File: config.mk
export PLATFORM = sky130hd
export DESIGN_NAME = tci_timer_ctl
export DESIGN_NICKNAME = d
export VERILOG_FILES = /design/src/hw/tci_pkg.sv /design/src/hw/tci_prescaler.sv /design/src/hw/tci_emu_gate.sv /design/src/hw/tci_timer_ctl.sv
export VERILOG_INCLUDE_DIRS = /design/src /design/src/hw
export SDC_FILE = /design/constraint.sdc
export NUM_CORES = 1
export LEC_CHECK = 0
export BUFFER_PORTS_ARGS = -buffer_cell sky130_fd_sc_hd__buf_2
export CAP_MARGIN = 25
export CORE_MARGIN = 3
export CORE_UTILIZATION = 55
export CTS_CLUSTER_SIZE = 28
export DETAILED_ROUTE_END_ITERATION = 16
export GPL_TIMING_DRIVEN = 0
export PLACE_DENSITY = 0.81
export SLEW_MARGIN = 0
export SYNTH_ARGS = -nofsm -noshare
export SYNTH_HDL_FRONTEND = slang
export SYNTH_SLANG_ARGS = --single-unit
File: constraint.sdc
create_clock -name core_clk -period 3.6 [get_ports core_clk]
set_input_delay 0.18 -clock core_clk [delete_from_list [all_inputs] [get_ports core_clk]]
set_output_delay 0.18 -clock core_clk [all_outputs]
set_load 0.05 [all_outputs]
File: src/hw/tci_params.svh
/*
  Offsets, field positions, reset values and widths of the timer control block.
  Assumes it is included by bare name from every design file that needs it.
*/
`ifndef TCI_PARAMS_SVH
`define TCI_PARAMS_SVH

// ==========================================================
// Register byte offsets (one aligned 32-bit word each)
`define TCI_OFS_CTL 8'h00
`define TCI_OFS_COUNT 8'h04
`define TCI_OFS_PERIOD 8'h08
`define TCI_OFS_PRESCALE 8'h0C

// ==========================================================
// Control/status field positions
`define TCI_BIT_ZFLAG 15
`define TCI_BIT_ZIRQEN 14
`define TCI_BIT_FREE 11
`define TCI_BIT_SOFT 10

// ==========================================================
// Widths and reset values
`define TCI_ADDR_W 8
`define TCI_CNT_W 32
`define TCI_CTL_W 16
`define TCI_PERIOD_RST 32'hFFFFFFFF
`define TCI_PRESCALE_RST 32'h00000000
`define TCI_TRANS_NONSEQ 2'h2

`endif

File: src/hw/tci_pkg.sv
/*
  Types shared by the timer control block.
  Assumes nothing of its surroundings.
*/
package tci_pkg;

  // ==========================================================
  // Types
  typedef logic [1:0] tci_trans_t;
  typedef logic [2:0] tci_size_t;

  // Emulation halt states, Gray along run, drain, stop
  typedef enum logic [1:0] {
    EMU_RUN = 2'h0,
    EMU_DRAIN = 2'h1,
    EMU_STOP = 2'h3
  } tci_emu_e;

endpackage

File: src/hw/tci_prescaler.sv
/*
  Prescale divider: one tick every divisor plus one enabled clocks.
  Assumes divisor is static or changes between ticks harmlessly.
*/
`timescale 1ns/1ps
`include "tci_params.svh"

module tci_prescaler #(
  parameter int CntW = `TCI_CNT_W
) (
  // Clock and reset
  input wire logic core_clk,
  input wire logic rst_b,
  // Control
  input wire logic runEn,
  input wire logic [CntW-1:0] divisor,
  // Output
  output logic tick
);
  import tci_pkg::*;

  logic [CntW-1:0] psc_q;

  // Tick on the cycle the down-counter sits at zero
  assign tick = runEn && (psc_q == '0);

  // ==========================================================
  // Prescale counter
  // divide by divisor plus one
  always_ff @(posedge core_clk or negedge rst_b) begin
    if (!rst_b) begin
      psc_q <= '0;
    end else if (runEn) begin
      psc_q <= (psc_q == '0) ? divisor : psc_q - 1'b1;
    end
  end

  property p_psc_gap;
    @(posedge core_clk) disable iff (!rst_b)
      tick && (divisor != '0) |=> !tick;
  endproperty
  a_psc_gap: assert property (p_psc_gap) else $error("prescaler ticked twice in a row");

endmodule

File: src/hw/tci_emu_gate.sv
/*
  Debug halt gate: decides whether the timer keeps counting during a halt.
  Assumes dbgHalt is synchronous to core_clk and held for the whole halt.
*/
`timescale 1ns/1ps
`include "tci_params.svh"

module tci_emu_gate (
  // Clock and reset
  input wire logic core_clk,
  input wire logic rst_b,
  // Halt request and mode
  input wire logic dbgHalt,
  input wire logic freeRun,
  input wire logic softStop,
  // Counter events
  input wire logic decTick,
  input wire logic zeroEvt,
  // Output
  output logic runEn
);
  import tci_pkg::*;

  tci_emu_e emu_q;

  assign runEn = (emu_q != EMU_STOP);

  // ==========================================================
  // Halt state machine
  always_ff @(posedge core_clk or negedge rst_b) begin
    if (!rst_b) begin
      emu_q <= EMU_RUN;
    end else begin
      case (emu_q)
        EMU_RUN: begin
          if (dbgHalt && !freeRun) begin
            emu_q <= EMU_DRAIN;
          end
        end
        EMU_DRAIN: begin
          if (!dbgHalt || freeRun) begin
            emu_q <= EMU_RUN;
          end else if (decTick && !softStop) begin
            emu_q <= EMU_STOP;
          end else if (decTick && zeroEvt) begin
            emu_q <= EMU_STOP;
          end
        end
        EMU_STOP: begin
          if (!dbgHalt || freeRun) begin
            emu_q <= EMU_RUN;
          end
        end
        default: begin
          emu_q <= EMU_RUN;
        end
      endcase
    end
  end

  // ==========================================================
  // Checks
  property p_hard_stop;
    @(posedge core_clk) disable iff (!rst_b)
      (emu_q == EMU_DRAIN) && dbgHalt && !freeRun && !softStop && decTick |=> !runEn;
  endproperty
  a_hard_stop: assert property (p_hard_stop) else $error("hard stop missed");

  property p_soft_keep;
    @(posedge core_clk) disable iff (!rst_b)
      (emu_q == EMU_DRAIN) && softStop && decTick && !zeroEvt |=> runEn;
  endproperty
  a_soft_keep: assert property (p_soft_keep) else $error("soft stop halted early");

  property p_soft_zero;
    @(posedge core_clk) disable iff (!rst_b)
      (emu_q == EMU_DRAIN) && dbgHalt && !freeRun && softStop && decTick && zeroEvt
      |=> !runEn;
  endproperty
  a_soft_zero: assert property (p_soft_zero) else $error("soft stop ran past zero");

  property p_resume;
    @(posedge core_clk) disable iff (!rst_b)
      !runEn && !dbgHalt |=> runEn;
  endproperty
  a_resume: assert property (p_resume) else $error("timer not resumed after halt");

  property p_stop_cause;
    @(posedge core_clk) disable iff (!rst_b)
      $fell(runEn) |-> $past(decTick);
  endproperty
  a_stop_cause: assert property (p_stop_cause) else $error("halt without a decrement");

  c_hard: cover property (@(posedge core_clk) disable iff (!rst_b)
    $fell(runEn) && !softStop);
  c_soft: cover property (@(posedge core_clk) disable iff (!rst_b)
    $fell(runEn) && softStop);

endmodule

File: src/hw/tci_timer_ctl.sv
/*
  Timer control and status block with down-counter, prescaler and debug halt,
  reached over AHB-Lite.
  Assumes a single AHB-Lite master, word transfers only, and inputs
  synchronous to core_clk.
*/
// Implementation choices: the placing of the registers and the AHB-Lite register port.
// Contract
// - The zero flag is set whenever the countdown value decrements to zero.
// - Writing one to the zero flag position clears the flag.
// - Writing zero to the zero flag position leaves the flag as it is.
// - The interrupt request is raised on zero only while the interrupt enable is one.
// - With free run set the timer keeps counting through a debug halt.
// - With free and soft clear the timer halts after the next decrement once halted.
// - With free clear and soft set the timer counts on to zero during a halt and stops.
// - In soft stop the zero interrupt is still produced before the timer stops.
// - The count drops once per divisor plus one clocks and reloads from the period at zero.
`timescale 1ns/1ps
`include "tci_params.svh"

module tci_timer_ctl #(
  parameter int CntW = `TCI_CNT_W,
  parameter int AddrW = `TCI_ADDR_W
) (
  // Clock and reset
  input wire logic core_clk,
  input wire logic rst_b,
  // AHB-Lite slave
  input wire logic hsel,
  input wire logic [31:0] haddr,
  input wire tci_pkg::tci_trans_t htrans,
  input wire logic hwrite,
  input wire tci_pkg::tci_size_t hsize,
  input wire logic [31:0] hwdata,
  input wire logic hready,
  output logic hreadyout,
  output logic hresp,
  output logic [31:0] hrdata,
  // Debug halt
  input wire logic dbgHalt,
  // Timer events and interrupt
  output logic zeroPulse,
  output logic irq
);
  import tci_pkg::*;

  // ==========================================================
  // Declarations
  logic wrPend_q;
  logic [AddrW-1:0] wrAddr_q;
  logic addrTaken;
  logic wrCtl;
  logic wrPeriod;
  logic wrPrescale;
  logic zero_flag_q;
  logic zero_irq_enable_q;
  logic free_q;
  logic soft_q;
  logic [CntW-1:0] countdown_value_q;
  logic [CntW-1:0] countdown_value_d;
  logic [CntW-1:0] reload_period_q;
  logic [CntW-1:0] prescale_divisor_q;
  logic [`TCI_CTL_W-1:0] ctlWord;
  logic runEn;
  logic decTick;
  logic zeroEvt;
  logic zeroClr;

  // ==========================================================
  // Bus answer: never stalls, always OKAY
  assign hreadyout = 1'b1;
  assign hresp = 1'b0;

  // Address phase accepted when selected, ready and NONSEQ
  assign addrTaken = hsel && hready && (htrans == `TCI_TRANS_NONSEQ);

  // Write data arrives one cycle after the address, so hold it
  always_ff @(posedge core_clk or negedge rst_b) begin
    if (!rst_b) begin
      wrPend_q <= 1'b0;
      wrAddr_q <= '0;
    end else begin
      wrPend_q <= addrTaken && hwrite;
      if (addrTaken) begin
        wrAddr_q <= haddr[AddrW-1:0];
      end
    end
  end

  // Write strobes in the data phase
  assign wrCtl = wrPend_q && (wrAddr_q == `TCI_OFS_CTL);
  assign wrPeriod = wrPend_q && (wrAddr_q == `TCI_OFS_PERIOD);
  assign wrPrescale = wrPend_q && (wrAddr_q == `TCI_OFS_PRESCALE);

  // ==========================================================
  // Control/status word, reserved bits read zero
  always_comb begin
    ctlWord = '0;
    ctlWord[`TCI_BIT_ZFLAG] = zero_flag_q;
    ctlWord[`TCI_BIT_ZIRQEN] = zero_irq_enable_q;
    ctlWord[`TCI_BIT_FREE] = free_q;
    ctlWord[`TCI_BIT_SOFT] = soft_q;
  end

  // Read data captured in the address phase; unmapped reads give zero
  always_ff @(posedge core_clk or negedge rst_b) begin
    if (!rst_b) begin
      hrdata <= '0;
    end else if (addrTaken && !hwrite) begin
      case (haddr[AddrW-1:0])
        `TCI_OFS_CTL: begin
          hrdata <= {{(32-`TCI_CTL_W){1'b0}}, ctlWord};
        end
        `TCI_OFS_COUNT: begin
          hrdata <= 32'(countdown_value_q);
        end
        `TCI_OFS_PERIOD: begin
          hrdata <= 32'(reload_period_q);
        end
        `TCI_OFS_PRESCALE: begin
          hrdata <= 32'(prescale_divisor_q);
        end
        default: begin
          hrdata <= '0;
        end
      endcase
    end
  end

  // ==========================================================
  // Mode and enable bits
  always_ff @(posedge core_clk or negedge rst_b) begin
    if (!rst_b) begin
      zero_irq_enable_q <= 1'b0;
      free_q <= 1'b0;
      soft_q <= 1'b0;
    end else if (wrCtl) begin
      zero_irq_enable_q <= hwdata[`TCI_BIT_ZIRQEN];
      free_q <= hwdata[`TCI_BIT_FREE];
      soft_q <= hwdata[`TCI_BIT_SOFT];
    end
  end

  // Period and prescale registers
  always_ff @(posedge core_clk or negedge rst_b) begin
    if (!rst_b) begin
      reload_period_q <= CntW'(`TCI_PERIOD_RST);
      prescale_divisor_q <= CntW'(`TCI_PRESCALE_RST);
    end else begin
      if (wrPeriod) begin
        reload_period_q <= CntW'(hwdata);
      end
      if (wrPrescale) begin
        prescale_divisor_q <= CntW'(hwdata);
      end
    end
  end

  // ==========================================================
  // Prescaler and halt gate
  tci_prescaler #(
    .CntW(CntW)
  ) i_tci_prescaler (
    .core_clk(core_clk),
    .rst_b(rst_b),
    .runEn(runEn),
    .divisor(prescale_divisor_q),
    .tick(decTick)
  );

  tci_emu_gate i_tci_emu_gate (
    .core_clk(core_clk),
    .rst_b(rst_b),
    .dbgHalt(dbgHalt),
    .freeRun(free_q),
    .softStop(soft_q),
    .decTick(decTick),
    .zeroEvt(zeroEvt),
    .runEn(runEn)
  );

  // ==========================================================
  // Countdown: a tick at zero reloads, otherwise decrements
  // decrement and reload
  always_comb begin
    if (countdown_value_q == '0) begin
      countdown_value_d = reload_period_q;
    end else begin
      countdown_value_d = countdown_value_q - 1'b1;
    end
  end

  // Zero reached by this tick; a zero period fires on every tick
  assign zeroEvt = decTick && (countdown_value_d == '0);

  always_ff @(posedge core_clk or negedge rst_b) begin
    if (!rst_b) begin
      countdown_value_q <= CntW'(`TCI_PERIOD_RST);
    end else if (decTick) begin
      countdown_value_q <= countdown_value_d;
    end
  end

  // Timer interrupt pulse, on the same edge that takes the count to zero
  always_ff @(posedge core_clk or negedge rst_b) begin
    if (!rst_b) begin
      zeroPulse <= 1'b0;
    end else begin
      zeroPulse <= zeroEvt;
    end
  end

  // ==========================================================
  // Zero flag, write one to clear; a new event beats the clear
  assign zeroClr = wrCtl && hwdata[`TCI_BIT_ZFLAG];

  // set on zero, clear on one, zero ignored
  always_ff @(posedge core_clk or negedge rst_b) begin
    if (!rst_b) begin
      zero_flag_q <= 1'b0;
    end else if (zeroEvt) begin
      zero_flag_q <= 1'b1;
    end else if (zeroClr) begin
      zero_flag_q <= 1'b0;
    end
  end

  // soft stop still flags zero first
  assign irq = zero_flag_q && zero_irq_enable_q;

  // ==========================================================
  // Checks
  property p_flag_set;
    @(posedge core_clk) disable iff (!rst_b)
      zeroEvt |=> zero_flag_q;
  endproperty
  a_flag_set: assert property (p_flag_set) else $error("zero flag not set");

  property p_flag_clr;
    @(posedge core_clk) disable iff (!rst_b)
      zeroClr && !zeroEvt |=> !zero_flag_q;
  endproperty
  a_flag_clr: assert property (p_flag_clr) else $error("zero flag not cleared");

  property p_flag_keep;
    @(posedge core_clk) disable iff (!rst_b)
      zero_flag_q && !zeroClr |=> zero_flag_q;
  endproperty
  a_flag_keep: assert property (p_flag_keep) else $error("zero flag lost");

  property p_irq_off;
    @(posedge core_clk) disable iff (!rst_b)
      !zero_irq_enable_q |-> !irq;
  endproperty
  a_irq_off: assert property (p_irq_off) else $error("irq while disabled");

  property p_irq_on;
    @(posedge core_clk) disable iff (!rst_b)
      zeroEvt && zero_irq_enable_q && !wrCtl |=> irq;
  endproperty
  a_irq_on: assert property (p_irq_on) else $error("irq missing on zero");

  property p_free_run;
    @(posedge core_clk) disable iff (!rst_b)
      free_q && $past(free_q) |-> runEn;
  endproperty
  a_free_run: assert property (p_free_run) else $error("free run halted");

  property p_soft_irq;
    @(posedge core_clk) disable iff (!rst_b)
      $fell(runEn) && soft_q |-> zeroPulse;
  endproperty
  a_soft_irq: assert property (p_soft_irq) else $error("soft stop without zero");

  property p_dec;
    @(posedge core_clk) disable iff (!rst_b)
      decTick && (countdown_value_q != '0) |=>
        countdown_value_q == $past(countdown_value_q) - 1'b1;
  endproperty
  a_dec: assert property (p_dec) else $error("count did not drop by one");

  property p_reload;
    @(posedge core_clk) disable iff (!rst_b)
      decTick && (countdown_value_q == '0) && !wrPeriod |=>
        countdown_value_q == $past(reload_period_q);
  endproperty
  a_reload: assert property (p_reload) else $error("count not reloaded");

  property p_hold;
    @(posedge core_clk) disable iff (!rst_b)
      !runEn |=> $stable(countdown_value_q);
  endproperty
  a_hold: assert property (p_hold) else $error("count moved while halted");

  c_irq: cover property (@(posedge core_clk) disable iff (!rst_b) $rose(irq));
  c_free: cover property (@(posedge core_clk) disable iff (!rst_b)
    dbgHalt && free_q && zeroEvt);
  c_clr: cover property (@(posedge core_clk) disable iff (!rst_b) zeroClr && zeroEvt);

endmodule

### After elaboration in Yosys (flattened, before gate mapping)

Index checks and enable logic that the tools add are counted.

| operators by class | value |
|---|---|
| mux-type cells | 11 |
| add/subtract/negate cells | 2 |
| equality and inequality tests | 12 |
| reductions and logical operators | 27 |

Operators by type and width:

| cell | number |
|---|---|
| case mux 32 bit (4 select lines) | 1 |
| zero test 32 bit | 3 |
| two-way mux 32 bit | 2 |
| subtractor 32 x 1 -> 32 bit (second input constant) | 2 |
| == test 8 x 4 -> 1 bit (second input constant) | 4 |
| zero test 8 bit | 2 |
| logical AND 1 bit | 14 |
| two-way mux 2 bit | 5 |
| == test 8 x 3 -> 1 bit (second input constant) | 1 |
| case mux 2 bit (3 select lines) | 1 |
| == test 2 bit (second input constant) | 2 |
| zero test 1 bit | 4 |
| inequality test 2 x 1 -> 1 bit (second input constant) | 2 |
| inequality test 4 x 1 -> 1 bit (second input constant) | 1 |
| AND reduction 3 bit | 1 |
| == test 2 x 1 -> 1 bit (second input constant) | 1 |
| zero test 2 bit | 1 |
| two-way mux 1 bit | 2 |
| inequality test 2 bit (second input constant) | 1 |
| nonzero test 2 bit | 1 |
| logical OR 1 bit | 1 |

| storage, ports and cells | value |
|---|---|
| input bits | 75 |
| logic and storage cells | 65 |
| register bits | 176 |

### Longest topological paths before layout

Gate-level depths: netlist of the first run.

| depth | value |
|---|---|
| word-level depth | 9 |
| mapped depth | 11 |
| gate-level depth less buffers | 10 |

### Cells and area by module

A second synthesis of the first run with hierarchy kept.

| second synthesis, totals | value |
|---|---|
| cells, all modules | 951 |
| area, all modules | 9,532.9 µm² |

By module, submodules not included:

| module | seq. area each (µm²) | cells each | area each (µm²) | instances |
|---|---|---|---|---|
| tci_timer_ctl | 3,633.5 | 697 | 7,382.1 | 1 |
| tci_prescaler | 800.8 | 246 | 2,062.0 | 1 |
| tci_emu_gate | 50.0 | 8 | 88.8 | 1 |

### Least setup slack after synthesis of the first run

Ideal clock, no wire load.

| timing path | value |
|---|---|
| path type | flip-flop to flip-flop |
| start point | register countdown_value_q[0] |
| end point | register i_tci_emu_gate.emu_q[1] |
| setup time | 73 ps |
| cell stages (with the launch flop) | 12 |
| clock period less this slack | 2,899 ps |
| path slack | 701 ps |
| arrival | 2,826 ps |
| cells stage by stage | dfstp_2 > inv_1 > ha_1 > nor3b_4 > and4_1 > buf_2 > and4b_1 > xnor2_1 > a31oi_1 > or4_1 > or4_4 > a21oi_2 |

| on the way | value |
|---|---|
| longest elaborated chain between the ends | 7 |
| elaborated cells on any way between the ends | 8 |
| classes of those cells | add/sub (1); eq/ne (1); mux (1); reduce/logical (5) |

Ends and longest elaborated chain:

| element | RTL line | RTL |
|---|---|---|
| start: declaration | tci_timer_ctl.sv:59 | `logic [CntW-1:0] countdown_value_q;` |
| start signal: assignment | tci_timer_ctl.sv:198 | `` countdown_value_q <= CntW'(`TCI_PERIOD_RST); `` |
| start signal: assignment | tci_timer_ctl.sv:200 | `countdown_value_q <= countdown_value_d;` |
| subtractor 32 x 1 -> 32 bit / zero test 32 bit (equally long branches) | tci_timer_ctl.sv:189, tci_timer_ctl.sv:186 |  |
| two-way mux 32 bit (*) | tci_timer_ctl.sv:186 | `if (countdown_value_q == '0) begin` |
| zero test 32 bit (*) | tci_timer_ctl.sv:194 | `assign zeroEvt = decTick && (countdown_value_d == '0);` |
| logical AND 1 bit (*) | tci_timer_ctl.sv:194 |  |
| logical AND 1 bit (*) | tci_emu_gate.sv:45 | `end else if (decTick && zeroEvt) begin` |
| inequality test 4 x 1 -> 1 bit (no line) (*) | n/a |  |
| AND reduction 3 bit (no line) (*) | n/a |  |
| end signal: assignment | tci_emu_gate.sv:44 | `emu_q <= EMU_STOP;` |
| end signal: assignment | tci_emu_gate.sv:46 | `emu_q <= EMU_STOP;` |
| end signal: assignment | tci_emu_gate.sv:51 | `emu_q <= EMU_RUN;` |
| end: declaration | tci_emu_gate.sv:24 | `tci_emu_e emu_q;` |

Every way passes the cells marked *; elsewhere a longest branch is shown, timed or not.
A chain may end at the register's enable or synchronous reset.

### Worst setup path in the final report of the first run

Same ends and word-level chain as after synthesis.

==> run summary, run 1 <==
In the post-synthesis netlist, the cell with the most instances is sky130_fd_sc_hd__dfrtp_1. The number of core rows came out at 47. The maximum level of the CTS H-tree came out at 4. The part of the total power dissipated in combinational logic is 11.5%. The minimum clock period is roughly 3.6 ns. For the worst setup path, the data arrival time is 3.96 ns.

The per-cell via count in the routed design came out at 6.30. The detailed-route wire length came out at between 20 and 30 mm. The tightest min-delay check is of the in2reg type. In this run the cell area of the synthesized design comes to 9460 sq um. The worst setup path is captured at a register. Tracing the worst setup path back leads to its startpoint at countdown_value_q[0]. In this run, synthesis produced a sequential element count of 176. The commonest cells after synthesis are 112 x sky130_fd_sc_hd__dfrtp_1, 105 x sky130_fd_sc_hd__nand2_1, 101 x sky130_fd_sc_hd__mux2_2, 89 x sky130_fd_sc_hd__o21ai_0, 86 x sky130_fd_sc_hd__a21oi_1.

By area the synthesized netlist is led by sky130_fd_sc_hd__dfrtp_1 30%, sky130_fd_sc_hd__dfstp_2 18%, sky130_fd_sc_hd__mux2_2 12%. The maximum number of buffers from clock root to sink is 2. Summed over all instances, the cell type with the most area after synthesis is sky130_fd_sc_hd__dfrtp_1. The endpoint required time on the critical path is 3.97 ns. The count of buffers added on input and output ports is 79. The flow ran to the end, and the final reports show no timing, DRC or antenna violations. Synthesis produced 956 cells. The part of the total power dissipated in sequential elements came out at 48.9%. The width of the chip is 137 um. The sequential cell area fraction in the yosys report came out at 47.4%. The count of inserted antenna diode cells came out at 0. Counting cells, the worst reg-to-reg path comes to 10.

Net switching is 26.8% of the power. The area of the core region is 16,700 sq um. In this run the remaining antenna-violating nets after routing total 0. The worst-case IR drop observed on VDD is 0.391 mV.

Max-cap violations in this run came to 0. The fraction of final layout cells sized beyond drive strength 1 came out at 30.6%. The number of nets in the finished design came out at 1,167. The final-report max-slew violation count was 0. The number of placed instances, taps included is 1,256. Dividing the final minimum period by the clock period gives about 100%. The number of library cell types mapped by synthesis is 66. The number of enable-type register cells in the synthesized netlist is 0.

The hold violation count in the final report is 0. The internal power consumption came out at 3500 uW. The first-pass GRT wire length came out at 44.1 mm. The master cell of the clock root buffer is sky130_fd_sc_hd__clkbuf_16.

The final cell count without fillers is approximately 1,300. The power consumption came out at 4790 uW. The congestion estimate from routability-driven global placement came to 1.01. The total power density per cell area came out at 432 nW/um^2.

The most critical setup path has its endpoint at i_tci_emu_gate.emu_q[1]. The die area came out at 18,800 sq um. The number of optimization iterations in the first detailed-route pass is 5. The clock network burns 39.6% of the power. The switching component of the power came out at 1290 uW. The start of the worst register-to-register path is countdown_value_q[0]. The area growth from synthesis to layout is 17.3%.

The total track usage came out at 31.0%. The number of clock buffers inserted by TritonCTS is 17. The final count of negative-setup-slack endpoints came out at 0. The share of the synthesized area in the top cell type is between 20 and 30%. For this configuration, the core starts out at a cell density of between 50% and 60%. The number of warning messages in the yosys log is 0. In this run the critical register-to-register path is captured at i_tci_emu_gate.emu_q[1].

The average wire per cell in the routed design is between 20 and 25 um. The static leakage came out at 0.00467 uW. The worst setup path is launched from a register. The initial detailed-routing violation count came out at about 1,100. For the worst-skew pair, the clock arrives at the later sink with an insertion delay of 0.44 ns. The placed wire-length estimate is 20.3 mm. The startpoint identified for the worst hold timing path is hwdata[0]. The via total after detailed routing is 8,324. The mean instance size in the synthesized netlist came out at 9.90 sq um. During I/O placement, the number of pins put on the boundary was 111.

The number of nets in the synthesized netlist is 1,035. After detailed routing, the number of remaining DRC violations is 0. Among all flip-flop cells after synthesis, the most frequent one is sky130_fd_sc_hd__dfrtp_1. The clock sink total is 176. The upper clock frequency limit is 279 MHz.

The largest net degree at the start of global routing is 120. The worst slew slack as a fraction of its limit is approximately 44%. The clock tree from TritonCTS is yes.

The worst setup slack for register-to-register paths is 0.01 ns. The die extent in y came out at 137 um. For the pin with the worst max-slew slack, the measured transition is 0.838 ns. The worst hold path stage count came out at 2. The type of the setup path with the least slack is reg2reg. The clock transition at the register clock pins on the worst setup and hold paths after CTS is roughly 0.07 ns. The biggest fanout along the worst timing path came out at 7. The number of antenna violations at the first check in global routing is 0.

The via count of the first global-routing pass is 7,814. Between clock sinks in the finished design, the worst skew comes to 0.00810 ns. Setup repair after global routing could not meet its margin everywhere. Global routing finished with a remaining overflow of 0.

The fraction of registers with async set or reset after synthesis is 100%.
power by group through the flow:
| stage | clock, uW | combinational (uW) | sequential (uW) |
|---|---|---|---|
| floorplan | 0 | 346 | 2310 |
| global placement | 0 | 498 | 2360 |
| detailed placement | 0 | 517 | 2360 |
| CTS | 1920 | 544 | 2330 |
| global route | 1990 | 611 | 2360 |
| finish | 1900 | 549 | 2340 |
metal layers:
metal,vias to the layer above,routed length [um],GRT usage [%]
met3,74,2410,6.14
met4,0,1080,12.5
met5,-,0,0
met2,438,12900,47.3
li1,3743,-,-
met1,4069,12100,43.6
repair_timing:
item | 4_1_cts | 5_1_grt
pin swaps | 1 | 1
hold buffers | 27 | 0
hold endpoints to repair | 87 | 0
buffers inserted | 2 | 4
endpoints found under the setup margin | 3 | 14
resized for setup | 1 | 3
cells by family (layout without fill, tap and decap cells):
group	count (synthesis)	in the layout	synth area share [%]
AOI/OAI and AO/OA	264	264	15.9
xor gates and xnor gates	18	18	1.67
adders and majority gates	4	4	0.529
buffers and inverters	94	239	4.23
DFF	176	176	47.4
muxes	107	107	13.2
other	2	2	0.0794
and+or+nand+nor	291	291	17.0
metrics by stage:
step	setup TNS, ns	utilization [%]	area [sq um]	hold slack [ns]	setup slack [ns]
after global placement	-36.56	60.7	10100	0.426	-0.337
after detailed placement	-0.371	60.9	10200	0.133	-0.164
after CTS	0	66.2	11100	0.00118	0.0472
after floorplan	0	-	9460	-0.116	0.701
after global routing	-0.0186	66.4	11100	0.0112	-0.0186
final	0	66.4	11100	0.00762	0.0130
final cells by class:
| type | instances | area (sq um) |
|---|---|---|
| tap | 220 | 275 |
| multi-input combinational | 686 | 4590 |
| sequential | 176 | 4480 |
| inverter | 30 | 113 |
| clock buffer | 19 | 433 |
| buffer | 64 | 290 |
| fill | 1318 | 5610 |
| timing repair buffer | 113 | 748 |
| clock inverter | 13 | 161 |
worst min-delay path by stage:
stage / endpoint
6_report: prescale_divisor_q[0]
5_1_grt: reload_period_q[29]
4_1_cts: wrAddr_q[6]
3_5_place_dp: prescale_divisor_q[29]
3_3_place_gp: prescale_divisor_q[3]
2_1_floorplan: free_q
worst max-delay path, stage by stage (launching register included):
cell and delay, ns:
sky130_fd_sc_hd__dfstp_2 0.62, sky130_fd_sc_hd__inv_1 0.11, sky130_fd_sc_hd__ha_1 0.28, sky130_fd_sc_hd__nor3b_4 0.20, sky130_fd_sc_hd__nand4_1 0.25, sky130_fd_sc_hd__o21ai_0 0.30
sky130_fd_sc_hd__a311oi_2 0.46, sky130_fd_sc_hd__a31oi_1 0.14, sky130_fd_sc_hd__or4_1 0.48, sky130_fd_sc_hd__or4_4 0.51, sky130_fd_sc_hd__a21oi_2 0.14
layout by cell type (no fill, tap or decap), types with 33 or more instances in the layout:
cell | synthesis | layout
sky130_fd_sc_hd__clkbuf_1 | 47 | 49
sky130_fd_sc_hd__a22oi_1 | 33 | 33
sky130_fd_sc_hd__dfstp_2 | 64 | 64
sky130_fd_sc_hd__buf_2 | 8 | 86
sky130_fd_sc_hd__nor2_1 | 41 | 41
sky130_fd_sc_hd__mux2_2 | 101 | 101
sky130_fd_sc_hd__dfrtp_1 | 112 | 112
sky130_fd_sc_hd__o21ai_0 | 89 | 89
sky130_fd_sc_hd__a21oi_1 | 86 | 86
sky130_fd_sc_hd__nand2_1 | 105 | 105
state kept, by name (all words and copies together) (netlist names), 2 cells and up:
name	count
reload_period_q	32
countdown_value_q	32
i_tci_prescaler.psc_q	32
hrdata	32
wrAddr_q	8
prescale_divisor_q	32
i_tci_emu_gate.emu_q	2
(Power assumes the default switching activity.)
==> inputs of run 2 (changes only) <==
--- a/config.mk
+++ b/config.mk
@@ -8,12 +8,15 @@
 export LEC_CHECK = 0
 export BUFFER_PORTS_ARGS = -buffer_cell sky130_fd_sc_hd__buf_2
 export CAP_MARGIN = 25
+export CELL_PAD_IN_SITES_DETAIL_PLACEMENT = 0
+export CELL_PAD_IN_SITES_GLOBAL_PLACEMENT = 2
 export CORE_MARGIN = 3
-export CORE_UTILIZATION = 55
+export CORE_UTILIZATION = 38
 export CTS_CLUSTER_SIZE = 28
 export DETAILED_ROUTE_END_ITERATION = 16
 export GPL_TIMING_DRIVEN = 0
-export PLACE_DENSITY = 0.81
+export PLACE_DENSITY = 0.86
+export SKIP_LAST_GASP = 1
 export SLEW_MARGIN = 0
 export SYNTH_ARGS = -nofsm -noshare
 export SYNTH_HDL_FRONTEND = slang
==> run summary, run 2 (synthesis gave the netlist of run 1 again) <==
The flow ran to the end, and the final reports show no timing, DRC or antenna violations. Compared with the post-synthesis result, the final layout area differs by 19.3%. The die extent in y is 164 um (+19%). The clock transition at the register clock pins on the worst setup and hold paths after CTS came out at 0.08 ns (about the same). The actual transition at the worst max-transition pin came out at 0.831 ns (-0.00673 ns). The initial detailed-routing violation count is 729 (-31%). The static leakage is 0.00471 uW (+0.84%). The worst slew slack as a fraction of its limit came out at 44.6% (+0.45 points).

The library cell used most frequently in the layout, excluding fill and tap cells, is sky130_fd_sc_hd__dfrtp_1. The final-report max-slew violation count came out at 0 (unchanged). The critical path is of the reg2reg type. The number of buffer cells added on primary ports is 79 (unchanged).

The I/O pin total is 111 (unchanged). On the critical path, the stage with the largest delay is an instance of sky130_fd_sc_hd__dfstp_2. The total power density per cell area is 442 nW/um^2 (+2.3%). The data arrival time at the worst-slack endpoint came out at 3.95 ns (about the same). The starting utilization of the core area was 38.8% (-18 points). The sum of overflow across all layers after global routing came out at 0 (unchanged). The share of the core filled with cells is 46.3% (-20 points). Grouping stages by cell kind, the critical path spends the most delay in simple AND/OR/NAND/NOR gates. The die area is 26,800 sq um (+43%).

The average wire per cell in the routed design came out at 22.2 um (+3.1%). Setup repair after global routing could not meet its margin everywhere. The final count of negative-setup-slack endpoints was 0 (unchanged). The maximum number of buffers from clock root to sink was 2 (unchanged). The total track usage is 23.9% (-7.0 points).

The detailed-route wire length came out at 31.7 mm (+11%). The stage delay of the slowest cell on the critical path is 0.60 ns (-0.02 ns). Walking the worst path, the cells encountered are inv_1, ha_1, nor3b_4, nand4_1, o21ai_0, a311oi_2, a31oi_1, or4_1, or4_4, a21oi_2. The largest net degree at the start of global routing was 101 (-16%).

The hold violation count in the final report was 0 (unchanged). The endpoint required time on the critical path is 3.97 ns (about the same). The number of antenna violations at the first check in global routing is 0 (unchanged). The per-cell via count in the routed design is 5.66 (-10%).

The number of nets in the finished design came out at 1,168 (+0.086%). The post-route worst hold slack came out at 0.0152 ns (+0.00753 ns). The area of the core region was 24,400 sq um (+46%). The number of placed instances, taps included is 1,360 (+8.3%). The upper clock frequency limit came out at 279 MHz (+0.21%). The via count of the first global-routing pass came out at 7,730 (-1.1%).

The fraction of final layout cells sized beyond drive strength 1 was 30.6% (about the same). The final worst clock skew came out at 0.0119 ns (+0.00379 ns). The peak supply drop is 0.362 mV (-7.3%). The weighted congestion reported at the end of routability-driven placement came to 0.960 (-5.4%). The maximum level of the CTS H-tree is 4 (unchanged).

The critical path buffer and inverter count is 1 (unchanged). The antenna violation net count after detailed routing is 0 (unchanged). The count of max-cap constraint violations is 0 (unchanged).

The number of clock buffers inserted by TritonCTS is 17 (unchanged). The worst setup margin came to 0.0206 ns (+0.00755 ns). The final worst-path cycle share came out at 99.4% (-0.21 points). The worst setup path is captured at a register. The placed wire-length estimate is 23.1 mm (+13%). The biggest fanout along the worst timing path is 7 (unchanged). TritonCTS built the clock tree. The number of core rows came out at 57 (+21%). The width of the chip came out at 164 um (+19%).

The worst setup slack after placement was -0.238 ns (-0.0747 ns). The first-pass GRT wire length is 48.4 mm (+9.7%). The clock insertion delay at the later pin of the skew report came out at 0.44 ns (about the same).

The final cell count without fillers is 1,426 (+7.9%). CTS placed an instance of sky130_fd_sc_hd__clkbuf_16 at the clock tree root. The class of the worst hold path is in2reg. The library cells used most frequently in the layout, excluding fill and tap cells, are 112 x sky130_fd_sc_hd__dfrtp_1, 105 x sky130_fd_sc_hd__nand2_1, 101 x sky130_fd_sc_hd__mux2_2. The DRC violations left came out at 0 (unchanged). STA classifies the critical path startpoint as a register.

The minimum clock period is 3.58 ns (-0.00755 ns). The via total after detailed routing came out at 8,065 (-3.1%). The number of optimization iterations in the first detailed-route pass was 5 (unchanged). The clock sink total is 176 (unchanged). The count of inserted antenna diode cells is 0 (unchanged).
## run 2: stage by stage
step | instance area [sq um] | total power (uW) | setup TNS [ns]
finish | 11300 | 4980 | 0
global placement | 10300 | 2880 | -67.06
detailed placement | 10300 | 2900 | -0.570
global route | 11300 | 5180 | -0.0650
floorplan | 9460 | 2660 | 0
CTS | 11300 | 5000 | 0
## run 2: final timing paths
path                                      start                 endpoint  slack (ns)  depth (start not counted)
max                        countdown_value_q[0]  i_tci_emu_gate.emu_q[1]        0.02                         10
max reg2reg                countdown_value_q[0]  i_tci_emu_gate.emu_q[1]        0.02                         10
max in group asynchronous                 rst_b    countdown_value_q[10]        2.31                          3
min in group asynchronous                 rst_b               hrdata[25]        0.39                          2
min reg2reg                          hrdata[29]               hrdata[29]        0.47                          2
min                                  hwdata[22]      reload_period_q[22]        0.02                          2
## run 2: per-layer routing
metal	share of wire, %	global-route usage (%)	up-vias
met5	0	0	-
met4	2.1	6.65	0
met3	6.2	5.32	41
met2	44	35.8	280
met1	47	34.9	4005
li1	-	-	3739
## run 2: cell type report
type                       instances  area [sq um]
multi-input combinational        686          4590
clock buffer                      17           425
timing repair buffer             114           763
buffer                            64           290
inverter                          30           113
fill                            2383         13100
sequential                       176          4480
clock inverter                    15           215
tap                              324           405
## run 2: timing repair
action,CTS,global route
gates resized for setup,1,3
endpoints found under the hold margin,119,1
buffers inserted,3,1
hold buffers,29,1
pin swaps,2,0
endpoints found under the setup margin,3,23
## run 2: power breakdown
| group | leakage [uW] | total (uW) | switching [uW] | internal [uW] |
|---|---|---|---|---|
| Clock | 0.000316 | 2090 | 898 | 1190 |
| Sequential | 0.00205 | 2340 | 186 | 2160 |
| Combinational | 0.00234 | 555 | 304 | 251 |
==> inputs of run 3 (changes only) <==
--- a/config.mk
+++ b/config.mk
@@ -6,12 +6,13 @@
 export SDC_FILE = /design/constraint.sdc
 export NUM_CORES = 1
 export LEC_CHECK = 0
+export ABC_AREA = 1
 export BUFFER_PORTS_ARGS = -buffer_cell sky130_fd_sc_hd__buf_2
 export CAP_MARGIN = 25
 export CELL_PAD_IN_SITES_DETAIL_PLACEMENT = 0
 export CELL_PAD_IN_SITES_GLOBAL_PLACEMENT = 2
 export CORE_MARGIN = 3
-export CORE_UTILIZATION = 38
+export CORE_UTILIZATION = 35
 export CTS_CLUSTER_SIZE = 28
 export DETAILED_ROUTE_END_ITERATION = 16
 export GPL_TIMING_DRIVEN = 0
==> run summary, run 3 <==
The flow ran to the end, and the final reports show no timing, DRC or antenna violations. The placed wire-length estimate came out at 25.8 mm (+12%). The via total after detailed routing came out at 8,987 (+11%). The post-route worst hold slack was 0.00827 ns (-0.00688 ns). The number of gates resized after CTS came out at 0 (-1).

The detailed-route wire length came out at 33.1 mm (+4.6%). The minimum clock period came out at 2.58 ns (-0.996 ns). The flip-flop and latch count after synthesis was 176 (unchanged). The number of nets in the finished design came to 1,473 (+26%). The number of core rows is 60 (+5.3%). The final-report max-slew violation count came out at 0 (unchanged). The setup fix buffers added after clock tree synthesis is 0 (-3). Setup repair after global routing left no endpoint under its margin.

The primary flip-flop cell chosen by synthesis mapping is sky130_fd_sc_hd__dfrtp_1. The number of fill cells in the layout is 2,831 (+19%). The gate count of the mapped netlist is 1,271 (+33%). The number of placed instances, taps included was 1,725 (+27%). The starting utilization of the core area came out at 36.0% (-2.8 points). In the layout the commonest cells are 332 x sky130_fd_sc_hd__nand2_1, 156 x sky130_fd_sc_hd__o21ai_0, 138 x sky130_fd_sc_hd__inv_1. The final total negative setup slack came out at 0 ns (unchanged). The startpoint kind of the worst setup timing path is a register.

The number of clock buffers inserted by TritonCTS is 17 (unchanged). The DRC violations left is 0 (unchanged). The static leakage came out at 0.00523 uW (+11%). The via count of the first global-routing pass was 8,850 (+14%). The maximum number of buffers from clock root to sink is 2 (unchanged). The library cell used most frequently in the layout, excluding fill and tap cells, is sky130_fd_sc_hd__nand2_1. The hold violation count in the final report is 0 (unchanged). The largest net degree at the start of global routing is 117 (+16%). The share of the synthesized area in the top cell type came to 28.6% (-1.0 points). The biggest fanout along the worst timing path is 10 (+3).

The data arrival time at the worst-slack endpoint came out at 2.91 ns (-1.04 ns). The startpoint identified for the worst register-to-register timing path is i_tci_prescaler.psc_q[18]. The count of inserted antenna diode cells came out at 0 (unchanged). TritonCTS built the clock tree. The sum of overflow across all layers after global routing was 0 (unchanged). The number of enable-type register cells in the synthesized netlist is 0 (unchanged). The total track usage is 22.1% (-1.9 points).

The number of buffer cells added on primary ports is 81 (+2.5%). The number of library cell types mapped by synthesis is 51 (-23%). The width of the chip is 173 um (+5.8%). The I/O pin total came out at 111 (unchanged). The clock transition at the register clock pins on the worst setup and hold paths after CTS came to 0.07 ns (about the same).

The worst slew slack as a fraction of its limit is 53.5% (+8.9 points). The fraction of registers with async set or reset after synthesis came out at 100% (unchanged). The average wire per cell in the routed design is 18.6 um (-16%). The initial detailed-routing violation count is 785 (+7.7%). The antenna violation net count after detailed routing is 0 (unchanged). The number of warning messages in the yosys log is 0 (unchanged).

The upper clock frequency limit came to 387 MHz (+39%). The synthesized area came out at 9810 sq um (+3.6%). The launch point of the worst path is i_tci_prescaler.psc_q[18]. The area of the multi-input gates came out at 4550 sq um (-0.95%).

The final worst clock skew came out at 0.0105 ns (-0.00136 ns). After synthesis, the cell types taking the most area are sky130_fd_sc_hd__dfrtp_1 29%, sky130_fd_sc_hd__dfstp_2 17%, sky130_fd_sc_hd__nand2_1 13%. The most instantiated library cell after synthesis is sky130_fd_sc_hd__nand2_1. The number of antenna violations at the first check in global routing is 0 (unchanged). The number of optimization iterations in the first detailed-route pass came out at 6 (+1). The area of the core region is 27,300 sq um (+12%). The peak supply drop was 0.228 mV (-37%). The worst hold path belongs to the class in2reg.

The first-pass GRT wire length is 51.6 mm (+6.7%). The master cell of the clock root buffer is sky130_fd_sc_hd__clkbuf_16. The worst hold path begins at hwdata[15]. The clock sink total came to 176 (unchanged).

The mean instance size in the synthesized netlist is 7.71 sq um (-22%). The final worst-path cycle share was 71.8% (-28 points). The worst setup path is captured at a register.

The die area is 30,100 sq um (+12%). The sequential cell area fraction in the yosys report was 45.7% (-1.7 points). The clock insertion delay at the later pin of the skew report came out at 0.43 ns (about the same). The per-cell via count in the routed design came to 5.05 (-11%). The worst setup slack after placement is 1.01 ns (+1.25 ns). The endpoint required time on the critical path came to 3.93 ns (-0.04 ns).

The area added between synthesis and finish came out at 17.1%. The hold buffer count at cts is 21 (-28%). The worst setup margin is 1.02 ns (+0.996 ns). The area taken by flip-flops and latches is 4480 sq um (unchanged). The fraction of final layout cells sized beyond drive strength 1 came out at 19.4% (-11 points).

Counting instances in the post-synthesis netlist gives the leading cell types as 332 x sky130_fd_sc_hd__nand2_1, 156 x sky130_fd_sc_hd__o21ai_0, 138 x sky130_fd_sc_hd__inv_1, 121 x sky130_fd_sc_hd__nor2_1, 112 x sky130_fd_sc_hd__dfrtp_1. The final cell count without fillers came out at 1,779 (+25%). The total nets after synthesis came out at 1,350 (+30%). The total power density per cell area came out at 391 nW/um^2 (-12%). The die extent in y came out at 173 um (+5.8%). The actual transition at the worst max-transition pin is 0.691 ns (-0.140 ns). The critical path is of the reg2reg type. The maximum level of the CTS H-tree came out at 4 (unchanged). The count of max-cap constraint violations came out at 0 (unchanged).

The final count of negative-setup-slack endpoints came to 0 (unchanged). The weighted congestion reported at the end of routability-driven placement came to 0.886 (-7.7%). The share of the core filled with cells is 42.1% (-4.1 points). The largest total area in the synthesized netlist belongs to sky130_fd_sc_hd__dfrtp_1.
## run 3: cell count changes in the layout (fill, tap and decap cells not counted), moves of 26 or more
cell / before / now
sky130_fd_sc_hd__nand2_1: 105 / 332
sky130_fd_sc_hd__o21ai_0: 89 / 156
sky130_fd_sc_hd__mux2_2: 101 / 28
sky130_fd_sc_hd__a21oi_1: 86 / 39
sky130_fd_sc_hd__a22oi_1: 33 / 0
sky130_fd_sc_hd__nor2_1: 41 / 121
sky130_fd_sc_hd__inv_1: 30 / 138
sky130_fd_sc_hd__nor2_2: 1 / 27
sky130_fd_sc_hd__nand3_1: 16 / 47
## run 3: worst max-delay path: stages, from the launching register on
cell	delay, ns
sky130_fd_sc_hd__dfrtp_1	0.40
sky130_fd_sc_hd__nor2_1	0.27
sky130_fd_sc_hd__nand2_1	0.14
sky130_fd_sc_hd__nor2_1	0.23
sky130_fd_sc_hd__nand3_1	0.14
sky130_fd_sc_hd__nor2_1	0.24
sky130_fd_sc_hd__inv_1	0.10
sky130_fd_sc_hd__nor2_2	0.29
sky130_fd_sc_hd__clkbuf_1	0.50
sky130_fd_sc_hd__o21ai_0	0.16
## run 3: per-stage QoR
stage | area, sq um | total power [uW]
3_5_place_dp | 10700 | 2710
2_1_floorplan | 9810 | 2500
3_3_place_gp | 10700 | 2700
6_report | 11500 | 4490
4_1_cts | 11500 | 4520
5_1_grt | 11500 | 4670
## run 3: final timing paths
check,endpoint,slack (ns),depth (start not counted)
setup / recovery,countdown_value_q[20],1.02,9
max in group asynchronous,prescale_divisor_q[8],2.31,3
setup reg to reg,countdown_value_q[20],1.02,9
hold reg to reg,wrAddr_q[0],0.48,2
min in group asynchronous,zeroPulse,0.30,2
hold / removal,prescale_divisor_q[15],0.008,3
## run 3: cell families after synthesis
logic type                 Yosys count  share of synthesized area (%)
AOI/OAI and AO/OA                  257                           14.6
DFF                                176                           45.7
other                                2                         0.0766
and+or+nand+nor                    584                           25.7
buffers and inverters              195                           7.91
xor gates and xnor gates            24                           2.14
muxes                               29                           3.33
adders and majority gates            4                          0.510
## run 3: where the power goes
group | internal [uW] | leakage [uW] | switching (uW)
Clock | 911 | 0.000269 | 888
Combinational | 149 | 0.00306 | 269
Sequential | 2160 | 0.00190 | 110
Total | 3220 | 0.00523 | 1270
## run 3: metal layers
| layer | GRT usage (%) | vias to the layer above | share of wire (%) |
|---|---|---|---|
| li1 | - | 4395 | - |
| met3 | 2.98 | 29 | 4.2 |
| met4 | 5.51 | 0 | 1.7 |
| met1 | 32.5 | 4328 | 49 |
| met2 | 34.3 | 235 | 45 |
| met5 | 0 | - | 0 |
## run 3: final cells by class
class                      count  share of cell area (%)
tap                          372                    4.05
clock inverter                14                    1.09
multi-input combinational    900                    39.6
buffer                        44                    1.80
sequential                   176                    39.0
timing repair buffer         104                    5.73
inverter                     151                    4.96
clock buffer                  18                    3.74
